**src/logic/ifr_pkg.sv**
```systemverilog
// package: register map, field positions, reset values and carrier types of the flag block
package ifr_pkg;

   // register byte offsets on the apb bus
   localparam logic [7:0] OFS_EXT_CTRL3 = 8'h00;
   localparam logic [7:0] OFS_FLAGS1    = 8'h04;
   localparam logic [7:0] OFS_FLAGS2    = 8'h08;
   localparam logic [7:0] OFS_FLAGS3    = 8'h0c;
   localparam logic [7:0] OFS_CONFIG    = 8'h10;

   // external control register fields
   localparam int BIT_EXT2_PRIO = 7;
   localparam int BIT_EXT1_PRIO = 6;
   localparam int BIT_EXT3_EN   = 5;
   localparam int BIT_EXT2_EN   = 4;
   localparam int BIT_EXT1_EN   = 3;
   localparam int BIT_EXT3_FLAG = 2;
   localparam int BIT_EXT2_FLAG = 1;
   localparam int BIT_EXT1_FLAG = 0;

   // peripheral flag register one fields
   localparam int BIT_PARPORT   = 7;
   localparam int BIT_CONV_DONE = 6;
   localparam int BIT_SER1_RX   = 5;
   localparam int BIT_SER1_TX   = 4;
   localparam int BIT_SYNC_DONE = 3;
   localparam int BIT_CAPCOMP1  = 2;
   localparam int BIT_TMR2_PM   = 1;
   localparam int BIT_TMR1_OVF  = 0;

   // peripheral flag register two fields
   localparam int BIT_OSC_FAIL  = 7;
   localparam int BIT_CMP_CHG   = 6;
   localparam int BIT_BUS_COLL  = 3;
   localparam int BIT_VOLT_DET  = 2;
   localparam int BIT_TMR3_OVF  = 1;
   localparam int BIT_CAPCOMP2  = 0;

   // peripheral flag register three fields
   localparam int BIT_SER2_RX   = 5;
   localparam int BIT_SER2_TX   = 4;
   localparam int BIT_CAPCOMP3  = 0;

   // configuration register fields
   localparam int BIT_PRIO_EN   = 0;
   localparam int BIT_EDGE1     = 1;
   localparam int BIT_EDGE2     = 2;
   localparam int BIT_EDGE3     = 3;
   localparam int BIT_EXT3_PRIO = 4;

   // reset values
   localparam logic [7:0] RST_EXT_CTRL3 = 8'hc0;
   localparam logic [7:0] RST_FLAGS     = 8'h00;
   localparam logic [7:0] RST_CONFIG    = 8'h1e;

   // software-writable and implemented bit masks
   localparam logic [7:0] WMASK_EXT_CTRL3 = 8'hff;
   localparam logic [7:0] WMASK_FLAGS1    = 8'hcf;
   localparam logic [7:0] WMASK_FLAGS2    = 8'hcf;
   localparam logic [7:0] WMASK_FLAGS3    = 8'h01;
   localparam logic [7:0] WMASK_CONFIG    = 8'h1f;
   localparam logic [7:0] IMPL_FLAGS2     = 8'hcf;
   localparam logic [7:0] IMPL_FLAGS3     = 8'h31;

   // capture/compare unit operating mode
   typedef enum logic [1:0] {
      CCP_CAPTURE = 2'b00,
      CCP_COMPARE = 2'b01,
      CCP_PWM     = 2'b11
   } ifr_ccp_mode_t;

   // one-cycle event pulses from the peripherals
   typedef struct packed {
      logic parallel_port_access;
      logic conversion_done;
      logic sync_serial_done;
      logic capcomp1_capture;
      logic capcomp1_match;
      logic timer2_period_match;
      logic timer1_overflow;
      logic oscillator_fail;
      logic comparator_change;
      logic bus_collision;
      logic voltage_detect;
      logic timer3_overflow;
      logic capcomp2_capture;
      logic capcomp2_match;
      logic capcomp3_capture;
      logic capcomp3_match;
   } ifr_events_t;

   // buffer state levels from the two serial ports
   typedef struct packed {
      logic serial1_rx_full;
      logic serial1_tx_empty;
      logic serial2_rx_full;
      logic serial2_tx_empty;
   } ifr_status_t;

   // apb slave phase
   typedef enum logic [1:0] {
      APB_IDLE = 2'b00,
      APB_RESP = 2'b01
   } ifr_apb_state_t;

endpackage

```
**src/logic/ifr_top.sv**
```systemverilog
// module: interrupt flag registers with external line control behind an apb slave
//
// Added by the designer: the APB interface to the registers and the address map.
`timescale 1ns/1ps
module ifr_top #(
   parameter int ADDR_W = 8
) (
   input  wire logic                  i_ref_clk,
   input  wire logic                  i_resetn,
   input  wire logic                  i_clk_en,
   input  wire logic                  i_psel,
   input  wire logic                  i_penable,
   input  wire logic                  i_pwrite,
   input  wire logic [ADDR_W-1:0]     i_paddr,
   input  wire logic [31:0]           i_pwdata,
   input  wire logic [3:0]            i_pstrb,
   output logic      [31:0]           o_prdata,
   output logic                       o_pready,
   output logic                       o_pslverr,
   input  wire logic [2:0]            i_ext_line,
   input  wire ifr_pkg::ifr_events_t  i_events,
   input  wire ifr_pkg::ifr_status_t  i_status,
   input  wire ifr_pkg::ifr_ccp_mode_t i_capcomp1_mode,
   input  wire ifr_pkg::ifr_ccp_mode_t i_capcomp2_mode,
   input  wire ifr_pkg::ifr_ccp_mode_t i_capcomp3_mode,
   output logic      [7:0]            o_ext_ctrl3,
   output logic      [7:0]            o_flags1,
   output logic      [7:0]            o_flags2,
   output logic      [7:0]            o_flags3,
   output logic                       o_ext_irq_high,
   output logic                       o_ext_irq_low
);

   // refuse address buses too narrow for the map
   if (ADDR_W < 5) begin : g_addr_check
      $error("ifr_top: ADDR_W must be at least 5");
   end

   // flag update: event wins over the written value
   function automatic logic [7:0] flag_upd(input logic [7:0] cur,
                                           input logic [7:0] ev,
                                           input logic       wr,
                                           input logic [7:0] wdata,
                                           input logic [7:0] wmask);
      logic [7:0] held;
      held = wr ? ((wdata & wmask) | (cur & ~wmask)) : cur;
      return ev | held;
   endfunction

   // capture/compare flag source chosen by unit mode
   function automatic logic capcomp_event(input ifr_pkg::ifr_ccp_mode_t mode,
                                          input logic                   cap,
                                          input logic                   match);
      logic ev;
      ev = 1'b0;
      case (mode)
         ifr_pkg::CCP_CAPTURE: ev = cap;
         ifr_pkg::CCP_COMPARE: ev = match;
         default:              ev = 1'b0;
      endcase
      return ev;
   endfunction

   // register address match on the whole address bus, offset zero-extended
   function automatic logic addr_hit(input logic [ADDR_W-1:0] addr,
                                     input logic [7:0]        ofs);
      return addr == ADDR_W'(ofs);
   endfunction

   // flip-flop state
   ifr_pkg::ifr_apb_state_t apb_state_r;
   logic [7:0]              ext_ctrl3_r;
   logic [7:0]              flags1_r;
   logic [7:0]              flags2_r;
   logic [7:0]              flags3_r;
   logic [7:0]              config_r;
   logic [2:0]              ext_sync1_r;
   logic [2:0]              ext_sync2_r;
   logic [2:0]              ext_prev_r;
   logic [2:0]              ext_arm_r;
   logic [31:0]             prdata_r;
   logic                    pslverr_r;
   logic                    pready_r;
   logic                    irq_high_r;
   logic                    irq_low_r;

   // combinational wiring
   logic                    wr_commit;
   logic                    wr_lane0;
   logic                    sel_ext;
   logic                    sel_f1;
   logic                    sel_f2;
   logic                    sel_f3;
   logic                    sel_cfg;
   logic                    sel_any;
   logic [2:0]              ext_edge_sel;
   logic [2:0]              ext_event;
   logic [7:0]              ev_ext;
   logic [7:0]              ev_f1;
   logic [7:0]              ev_f2;
   logic [7:0]              ev_f3;
   logic [7:0]              ext_ctrl3_nxt;
   logic [7:0]              flags1_nxt;
   logic [7:0]              flags2_nxt;
   logic [7:0]              flags3_nxt;
   logic [7:0]              config_nxt;
   logic [7:0]              rd_byte;
   logic [2:0]              ext_req;
   logic [2:0]              ext_prio;
   logic                    prio_en;

   // address decode
   assign sel_ext = addr_hit(i_paddr, ifr_pkg::OFS_EXT_CTRL3);
   assign sel_f1  = addr_hit(i_paddr, ifr_pkg::OFS_FLAGS1);
   assign sel_f2  = addr_hit(i_paddr, ifr_pkg::OFS_FLAGS2);
   assign sel_f3  = addr_hit(i_paddr, ifr_pkg::OFS_FLAGS3);
   assign sel_cfg = addr_hit(i_paddr, ifr_pkg::OFS_CONFIG);
   assign sel_any = sel_ext | sel_f1 | sel_f2 | sel_f3 | sel_cfg;

   // a write lands at the edge where the master sees pready
   assign wr_commit = i_psel & i_penable & i_pwrite & pready_r;
   assign wr_lane0  = wr_commit & i_pstrb[0];

   // apb phase tracking: one wait cycle, then answer
   always_ff @(posedge i_ref_clk) begin
      if (!i_resetn) begin
         apb_state_r <= ifr_pkg::APB_IDLE;
         pready_r    <= 1'b0;
      end else if (i_clk_en) begin
         case (apb_state_r)
            ifr_pkg::APB_IDLE: begin
               if (i_psel & i_penable) begin
                  apb_state_r <= ifr_pkg::APB_RESP;
                  pready_r    <= 1'b1;
               end
            end
            ifr_pkg::APB_RESP: begin
               apb_state_r <= ifr_pkg::APB_IDLE;
               pready_r    <= 1'b0;
            end
            default: begin
               apb_state_r <= ifr_pkg::APB_IDLE;
               pready_r    <= 1'b0;
            end
         endcase
      end
   end

   // read mux, unimplemented bits forced low
   always_comb begin
      rd_byte = 8'h00;
      if (sel_ext) begin
         rd_byte = ext_ctrl3_r;
      end else if (sel_f1) begin
         rd_byte = flags1_r;
      end else if (sel_f2) begin
         rd_byte = flags2_r & ifr_pkg::IMPL_FLAGS2;
      end else if (sel_f3) begin
         rd_byte = flags3_r & ifr_pkg::IMPL_FLAGS3;
      end else if (sel_cfg) begin
         rd_byte = config_r;
      end
   end

   // read data and error answer captured with pready
   always_ff @(posedge i_ref_clk) begin
      if (!i_resetn) begin
         prdata_r  <= 32'h0000_0000;
         pslverr_r <= 1'b0;
      end else if (i_clk_en) begin
         if ((apb_state_r == ifr_pkg::APB_IDLE) && i_psel && i_penable) begin
            prdata_r  <= i_pwrite ? 32'h0000_0000 : {24'h00_0000, rd_byte};
            pslverr_r <= ~sel_any;
         end else begin
            prdata_r  <= 32'h0000_0000;
            pslverr_r <= 1'b0;
         end
      end
   end

   // external line pins: two-stage synchroniser then edge history
   always_ff @(posedge i_ref_clk) begin
      if (!i_resetn) begin
         ext_sync1_r <= 3'h0;
         ext_sync2_r <= 3'h0;
         ext_prev_r  <= 3'h0;
      end else if (i_clk_en) begin
         ext_sync1_r <= i_ext_line;
         ext_sync2_r <= ext_sync1_r;
         ext_prev_r  <= ext_sync2_r;
      end
   end

   // edges count only once the history holds real pin samples
   always_ff @(posedge i_ref_clk) begin
      if (!i_resetn) begin
         ext_arm_r <= 3'h0;
      end else if (i_clk_en) begin
         ext_arm_r <= {ext_arm_r[1:0], 1'b1};
      end
   end

   // edge select per line: one rising, zero falling
   assign ext_edge_sel = {config_r[ifr_pkg::BIT_EDGE3],
                          config_r[ifr_pkg::BIT_EDGE2],
                          config_r[ifr_pkg::BIT_EDGE1]};
   assign ext_event = {3{ext_arm_r[2]}} &
                      ((ext_edge_sel & ext_sync2_r & ~ext_prev_r) |
                       (~ext_edge_sel & ~ext_sync2_r & ext_prev_r));

   // external flags latch whatever the enables say
   always_comb begin
      ev_ext = 8'h00;
      ev_ext[ifr_pkg::BIT_EXT3_FLAG] = ext_event[2];
      ev_ext[ifr_pkg::BIT_EXT2_FLAG] = ext_event[1];
      ev_ext[ifr_pkg::BIT_EXT1_FLAG] = ext_event[0];
   end

   // peripheral flag register one set events
   always_comb begin
      ev_f1 = 8'h00;
      ev_f1[ifr_pkg::BIT_PARPORT]   = i_events.parallel_port_access;
      ev_f1[ifr_pkg::BIT_CONV_DONE] = i_events.conversion_done;
      ev_f1[ifr_pkg::BIT_SYNC_DONE] = i_events.sync_serial_done;
      ev_f1[ifr_pkg::BIT_CAPCOMP1]  = capcomp_event(i_capcomp1_mode,
                                                    i_events.capcomp1_capture,
                                                    i_events.capcomp1_match);
      ev_f1[ifr_pkg::BIT_TMR2_PM]   = i_events.timer2_period_match;
      ev_f1[ifr_pkg::BIT_TMR1_OVF]  = i_events.timer1_overflow;
   end

   // peripheral flag register two set events
   always_comb begin
      ev_f2 = 8'h00;
      ev_f2[ifr_pkg::BIT_OSC_FAIL] = i_events.oscillator_fail;
      ev_f2[ifr_pkg::BIT_CMP_CHG]  = i_events.comparator_change;
      ev_f2[ifr_pkg::BIT_BUS_COLL] = i_events.bus_collision;
      ev_f2[ifr_pkg::BIT_VOLT_DET] = i_events.voltage_detect;
      ev_f2[ifr_pkg::BIT_TMR3_OVF] = i_events.timer3_overflow;
      ev_f2[ifr_pkg::BIT_CAPCOMP2] = capcomp_event(i_capcomp2_mode,
                                                   i_events.capcomp2_capture,
                                                   i_events.capcomp2_match);
   end

   // peripheral flag register three set events
   always_comb begin
      ev_f3 = 8'h00;
      ev_f3[ifr_pkg::BIT_CAPCOMP3] = capcomp_event(i_capcomp3_mode,
                                                   i_events.capcomp3_capture,
                                                   i_events.capcomp3_match);
   end

   // next register values; set beats a clearing write
   always_comb begin
      ext_ctrl3_nxt = flag_upd(ext_ctrl3_r, ev_ext, wr_lane0 & sel_ext,
                               i_pwdata[7:0], ifr_pkg::WMASK_EXT_CTRL3);
      flags1_nxt = flag_upd(flags1_r, ev_f1, wr_lane0 & sel_f1,
                            i_pwdata[7:0], ifr_pkg::WMASK_FLAGS1);
      flags2_nxt = flag_upd(flags2_r, ev_f2, wr_lane0 & sel_f2,
                            i_pwdata[7:0], ifr_pkg::WMASK_FLAGS2) &
                   ifr_pkg::IMPL_FLAGS2;
      flags3_nxt = flag_upd(flags3_r, ev_f3, wr_lane0 & sel_f3,
                            i_pwdata[7:0], ifr_pkg::WMASK_FLAGS3);
      // read-only buffer bits mirror the serial ports
      flags1_nxt[ifr_pkg::BIT_SER1_RX] = i_status.serial1_rx_full;
      flags1_nxt[ifr_pkg::BIT_SER1_TX] = i_status.serial1_tx_empty;
      flags3_nxt[ifr_pkg::BIT_SER2_RX] = i_status.serial2_rx_full;
      flags3_nxt[ifr_pkg::BIT_SER2_TX] = i_status.serial2_tx_empty;
      flags3_nxt = flags3_nxt & ifr_pkg::IMPL_FLAGS3;
      config_nxt = (wr_lane0 & sel_cfg) ?
                   (i_pwdata[7:0] & ifr_pkg::WMASK_CONFIG) : config_r;
   end

   // external control register
   always_ff @(posedge i_ref_clk) begin
      if (!i_resetn) begin
         ext_ctrl3_r <= ifr_pkg::RST_EXT_CTRL3;
      end else if (i_clk_en) begin
         ext_ctrl3_r <= ext_ctrl3_nxt;
      end
   end

   // peripheral flag register one
   always_ff @(posedge i_ref_clk) begin
      if (!i_resetn) begin
         flags1_r <= ifr_pkg::RST_FLAGS;
      end else if (i_clk_en) begin
         flags1_r <= flags1_nxt;
      end
   end

   // peripheral flag register two
   always_ff @(posedge i_ref_clk) begin
      if (!i_resetn) begin
         flags2_r <= ifr_pkg::RST_FLAGS;
      end else if (i_clk_en) begin
         flags2_r <= flags2_nxt;
      end
   end

   // peripheral flag register three
   always_ff @(posedge i_ref_clk) begin
      if (!i_resetn) begin
         flags3_r <= ifr_pkg::RST_FLAGS;
      end else if (i_clk_en) begin
         flags3_r <= flags3_nxt;
      end
   end

   // configuration register
   always_ff @(posedge i_ref_clk) begin
      if (!i_resetn) begin
         config_r <= ifr_pkg::RST_CONFIG;
      end else if (i_clk_en) begin
         config_r <= config_nxt;
      end
   end

   // external request gating by enable, routing by priority
   assign prio_en  = config_r[ifr_pkg::BIT_PRIO_EN];
   assign ext_req  = {ext_ctrl3_r[ifr_pkg::BIT_EXT3_FLAG] & ext_ctrl3_r[ifr_pkg::BIT_EXT3_EN],
                      ext_ctrl3_r[ifr_pkg::BIT_EXT2_FLAG] & ext_ctrl3_r[ifr_pkg::BIT_EXT2_EN],
                      ext_ctrl3_r[ifr_pkg::BIT_EXT1_FLAG] & ext_ctrl3_r[ifr_pkg::BIT_EXT1_EN]};
   // priority of each line, line 3 from the configuration register
   assign ext_prio = {config_r[ifr_pkg::BIT_EXT3_PRIO],
                      ext_ctrl3_r[ifr_pkg::BIT_EXT2_PRIO],
                      ext_ctrl3_r[ifr_pkg::BIT_EXT1_PRIO]};

   // without priority levels every line goes to the high request
   always_ff @(posedge i_ref_clk) begin
      if (!i_resetn) begin
         irq_high_r <= 1'b0;
         irq_low_r  <= 1'b0;
      end else if (i_clk_en) begin
         irq_high_r <= prio_en ? |(ext_req & ext_prio) : |ext_req;
         irq_low_r  <= prio_en & |(ext_req & ~ext_prio);
      end
   end

   // outputs straight from flip-flops
   assign o_prdata       = prdata_r;
   assign o_pready       = pready_r;
   assign o_pslverr      = pslverr_r;
   assign o_ext_ctrl3    = ext_ctrl3_r;
   assign o_flags1       = flags1_r;
   assign o_flags2       = flags2_r;
   assign o_flags3       = flags3_r;
   assign o_ext_irq_high = irq_high_r;
   assign o_ext_irq_low  = irq_low_r;

endmodule

```
**config.mk**
```make
export PLATFORM = sky130hd
export DESIGN_NAME = ifr_top
export DESIGN_NICKNAME = d
export VERILOG_FILES = /design/src/logic/ifr_pkg.sv /design/src/logic/ifr_top.sv
export SDC_FILE = /design/constraint.sdc
export NUM_CORES = 1
export LEC_CHECK = 0
export BUFFER_PORTS_ARGS = -buffer_cell sky130_fd_sc_hd__buf_2
export CAP_MARGIN = 20
export CORE_AREA = 2 2 83 85
export CTS_CLUSTER_DIAMETER = 60
export DETAILED_ROUTE_END_ITERATION = 10
export DIE_AREA = 0 0 85 87
export GPL_ROUTABILITY_DRIVEN = 0
export PLACE_DENSITY = 0.77
export SLEW_MARGIN = 5
export SYNTH_ARGS = -nofsm -noshare
export SYNTH_HDL_FRONTEND = slang
export SYNTH_SLANG_ARGS = --single-unit
```
**constraint.sdc**
```tcl
create_clock -name i_ref_clk -period 1.89 [get_ports i_ref_clk]
set_input_delay 0.0945 -clock i_ref_clk [delete_from_list [all_inputs] [get_ports i_ref_clk]]
set_output_delay 0.0945 -clock i_ref_clk [all_outputs]
set_load 0.02 [all_outputs]
```
# After elaboration in Yosys (flattened, before gate mapping)
# Index checks and enable logic that the tools add are counted.
dict set report word_totals {
  register_bits 80
  in_bits 79
  out_inout_bits 68
  wordCells 91
}
dict set report classes {
  n_eq_ne 8
  muxes 20
  bitwise_logic 36
  reduce_logical 12
}
# operator count
set ops {}
lappend ops {{$mux 8} 8}
lappend ops {{$and 3x3->3} 7}
lappend ops {{$eq 8x4->1 const B} 2}
lappend ops {{$or 8x8->8} 2}
lappend ops {{$and 1x1->1} 13}
lappend ops {{$not 3->3} 4}
lappend ops {{$reduce_or 3->1} 3}
lappend ops {{$eq 8x3->1 const B} 1}
lappend ops {{$eq 8x5->1 const B} 1}
lappend ops {{$logic_not 2->1} 4}
lappend ops {{$logic_not 8->1} 1}
lappend ops {{$or 3x8->8} 1}
lappend ops {{$or 8x6->8} 1}
lappend ops {{$eq 2x1->1 const B} 3}
lappend ops {{$mux 6} 1}
lappend ops {{$pmux 1 s2} 3}
lappend ops {{$mux 1} 5}
lappend ops {{$mux 5} 1}
lappend ops {{$or 1x1->1} 5}
lappend ops {{$mux 2} 2}
lappend ops {{$reduce_and 2->1} 2}
lappend ops {{$or 3x3->3} 1}
lappend ops {{$logic_and 1x1->1} 2}
lappend ops {{$ne 2x2->1 const B} 1}
lappend ops {{other kinds (2)} 2}

# Longest topological paths before layout
dict set report depth {
  ltp_word 8
  ltp_mapped 6
  ltp_nobuf 4
}

# Worst setup path before layout
# Ideal clock, no wire load.
dict set report synth_path {
  path_type {input -> register}
  start {input i_paddr[1]}
  end {register ext_ctrl3_r[6] (netlist: o_ext_ctrl3[6])}
  setup_ns 0.136
  t_arrival_ns 1.587
  path_slack_ns 0.168
  stages 6
  n_path_buf 2
  path_cell_list {or4_4 buf_6 or4_4 buf_6 o21ai_1 nand3_1}
}
dict set report synth_via {
  elab_chain_len 4
}
# item line_no
set synth_lines {}
lappend synth_lines {{start, declared} ifr_top.sv:14} ;# input wire logic [ADDR_W-1:0] i_paddr,
lappend synth_lines {{$logic_not 8->1} ifr_top.sv:67} ;# return addr == ADDR_W'(ofs);
lappend synth_lines {{$and 1x1->1} ifr_top.sv:255} ;# ext_ctrl3_nxt = flag_upd(ext_ctrl3_r, ev_ext, wr_lane0 & sel_ext,
lappend synth_lines {{$mux 8} ifr_top.sv:46} ;# held = wr ? ((wdata & wmask) | (cur & ~wmask)) : cur;
lappend synth_lines {{$or 3x8->8} ifr_top.sv:47} ;# return ev | held;
lappend synth_lines {{end signal, assigned} ifr_top.sv:277} ;# ext_ctrl3_r <= ifr_pkg::RST_EXT_CTRL3;
lappend synth_lines {{end signal, assigned} ifr_top.sv:279} ;# ext_ctrl3_r <= ext_ctrl3_nxt;
lappend synth_lines {{end, declared} ifr_top.sv:72} ;# logic [7:0] ext_ctrl3_r;
# Every way passes these cells.
# A chain may end at the register's enable or synchronous reset.

==> results.toml <==
[cts]
clk_pin_slew_ns = 0.10
cts_tree = "yes"
cts_setup_buffers = 0
cts_buffers = 5
clk_latency_ns = 0.31
root_buffer = "clkbuf_8"
postCtsResizedCells = 0
hold_buffers = 0
cts_htree_levels = 2
clockBufferDepth = 2
cts.sinks = 54

[place]
place_inst = 497
dp_hpwl_um = 5720
io_buffers = 88
postPlaceCellArea_um2 = 3300

[floorplan]
start_util = 0.439
die_h_um = 87
row_count = 30
die_area_um2 = 7400
core_area_um2 = 6570
io_pins = 147
die_w_um = 85

[layout]
final_area_um2 = 3410
area_growth_syn_to_layout_pct = 18.4
instances_no_fill = 505
drive_gt1_frac = 0.273
final_nets = 503
diodes = 0

[global_route]
grt_max_degree = 35
grt-ovfl-total = 0
track_usage = 0.208
grt_pass1_vias = 2509
grt_pass1_wl_um = 12300
antenna_found_initial = 0

[drt]
dr.first_iter.drc_count = 179
drt_pass1_iterations = 5
ant_nets = 0
drc = 0
viasPerCell = 5.44
totalWireLength_um = 7610
vias = 2746
wl_per_cell_um = 15.1

[worst_hold_path]
hp-class = "primary input to flip-flop"

[synth]
synth_area_um2 = 2880
ys_seq_elements = 54
syn-instance-count = 338
ys_warn_count = 0
synth_top_flop_cell = "dfxtp_1"
avgSynthCellArea_um2 = 8.53
synth.distinct_cells = 49
ys_async_sr_fraction = 0
synth_seq_area_share = 0.375
synth_edf_count = 0

[critical_path]
crit_path_start_kind = "flip-flop"
crit_required_ns = 2.14
path_class = "flip-flop to flip-flop"
worst_setup_path_end_kind = "flip-flop"
cp.arrival_ns = 1.80
cp_max_fo = 8

[pwr]
ir_worst_vdd_mv = 0.319
leakage_uw = 0.00148
power_density_nw_per_um2 = 693

[outcome]
status = "finished, final reports clean"

[timing]
tns_ns = 0
setup_viol = 0
min_period_over_period = 0.823
period_needed_ns = 1.56
drv_slew = 0
rsz0062_at_grt = "no"
skew_ns = 0.00644
hold_violations = 0
timing.fmax_mhz = 643

[job]
max_cap_violations = 0
-- placed cells by master (no fill, tap or decap), types with 5 or more instances in the layout --
cell type  Yosys  routed
nand3_1        7       7
a211oi_1       9       9
inv_1          8       8
a21oi_1       21      21
nor2_1        39      39
nand2_1       21      21
conb_1         1      31
dfxtp_1       54      54
nor2b_1        8       8
buf_4         31      12
o31ai_1        5       5
buf_2          2      88
o21ai_0        8       8
clkbuf_8       0       5
nand4_1        5       5
o22ai_1        6       6
o21ai_1        7       7
mux2i_1       28      28
-- cell usage after synthesis (all sizes together) (3+ instances only) --
master | number | share of area
or4 | 5 | 0.016
nor2 | 39 | 0.051
o31ai | 5 | 0.013
a21oi | 21 | 0.036
nand3 | 7 | 0.012
nand2b | 3 | 0.0065
nor4 | 6 | 0.026
and3b | 4 | 0.012
buf | 38 | 0.096
dfxtp | 54 | 0.38
o22ai | 6 | 0.013
inv | 8 | 0.010
a22oi | 4 | 0.010
nand3b | 4 | 0.010
o21bai | 3 | 0.0078
o21ai | 15 | 0.026
nor2b | 8 | 0.017
nand4 | 5 | 0.011
o211ai | 4 | 0.010
mux2i | 28 | 0.097
clkbuf | 13 | 0.017
nand2 | 21 | 0.027
a211oi | 9 | 0.023
nor3b | 4 | 0.010
-- worst paths after layout --
path                  startpoint              to  slack, ns  cells after the start
setup / recovery  apb_state_r[0]     config_r[0]       0.33                      4
hold / removal     i_ext_line[0]  ext_sync1_r[0]       0.01                      3
setup reg to reg  apb_state_r[0]     config_r[0]       0.33                      4
hold reg to reg      o_prdata[4]     o_prdata[4]       0.47                      2
-- per-stage QoR --
step,hold slack (ns),setup slack (ns),utilization,total power [µW]
floorplan,0.239,0.168,-,1510
global placement,0.335,0.0475,0.502,1590
detailed placement,0.345,0.0158,0.502,1600
CTS,0.00977,0.353,0.520,2380
global route,0.0225,0.253,0.520,2460
finish,0.0119,0.335,0.520,2360
-- state kept, by name, indices dropped and copies added, names as in the netlist, 5 cells and up --
register     count
config_r         5
o_flags2         6
o_ext_ctrl3      8
o_flags1         8
o_prdata         8
-- worst max-delay path, stage by stage (launching register included) --
cell and delay [ns]:
dfxtp_1 0.46, nand2_1 0.16, nor2_1 0.17, and4_1 0.46
mux2i_1 0.23
-- power breakdown --
part	total [µW]	switching (µW)	leakage [µW]	internal, µW
Clock	788	394	0.0000504	394
Sequential	1210	29.7	0.000441	1180
Combinational	371	237	0.000991	134
-- layout make-up --
class / count / area (µm²)
Fill cell: 639 / 3150
Inverter: 9 / 33.8
Tap cell: 80 / 100
Clock inverter: 3 / 45.0
Multi-Input combinational cell: 254 / 1560
Clock buffer: 5 / 68.8
Timing Repair Buffer: 100 / 531
Sequential cell: 54 / 1080
-- logic make-up (layout without fill, tap and decap cells) --
family                 after synthesis  count (layout)  share of synthesized area
multiplexers                        30              30                      0.105
buffers and inverters               60             117                      0.125
AO/OA/AOI/OAI                       77              77                      0.169
flip-flops                          54              54                      0.375
other                                1              31                    0.00130
AND/OR/NAND/NOR                    116             116                      0.225
-- layer usage --
| layer | up-vias | global-route usage | part of all wire |
|---|---|---|---|
| met5 | - | 0 | 0 |
| met4 | 0 | 0.0577 | 0.014 |
| met3 | 11 | 0.0398 | 0.079 |
| met2 | 137 | 0.351 | 0.47 |
| met1 | 1281 | 0.272 | 0.43 |
| li1 | 1317 | - | - |
No activity file was read; power rests on OpenSTA's default activity.
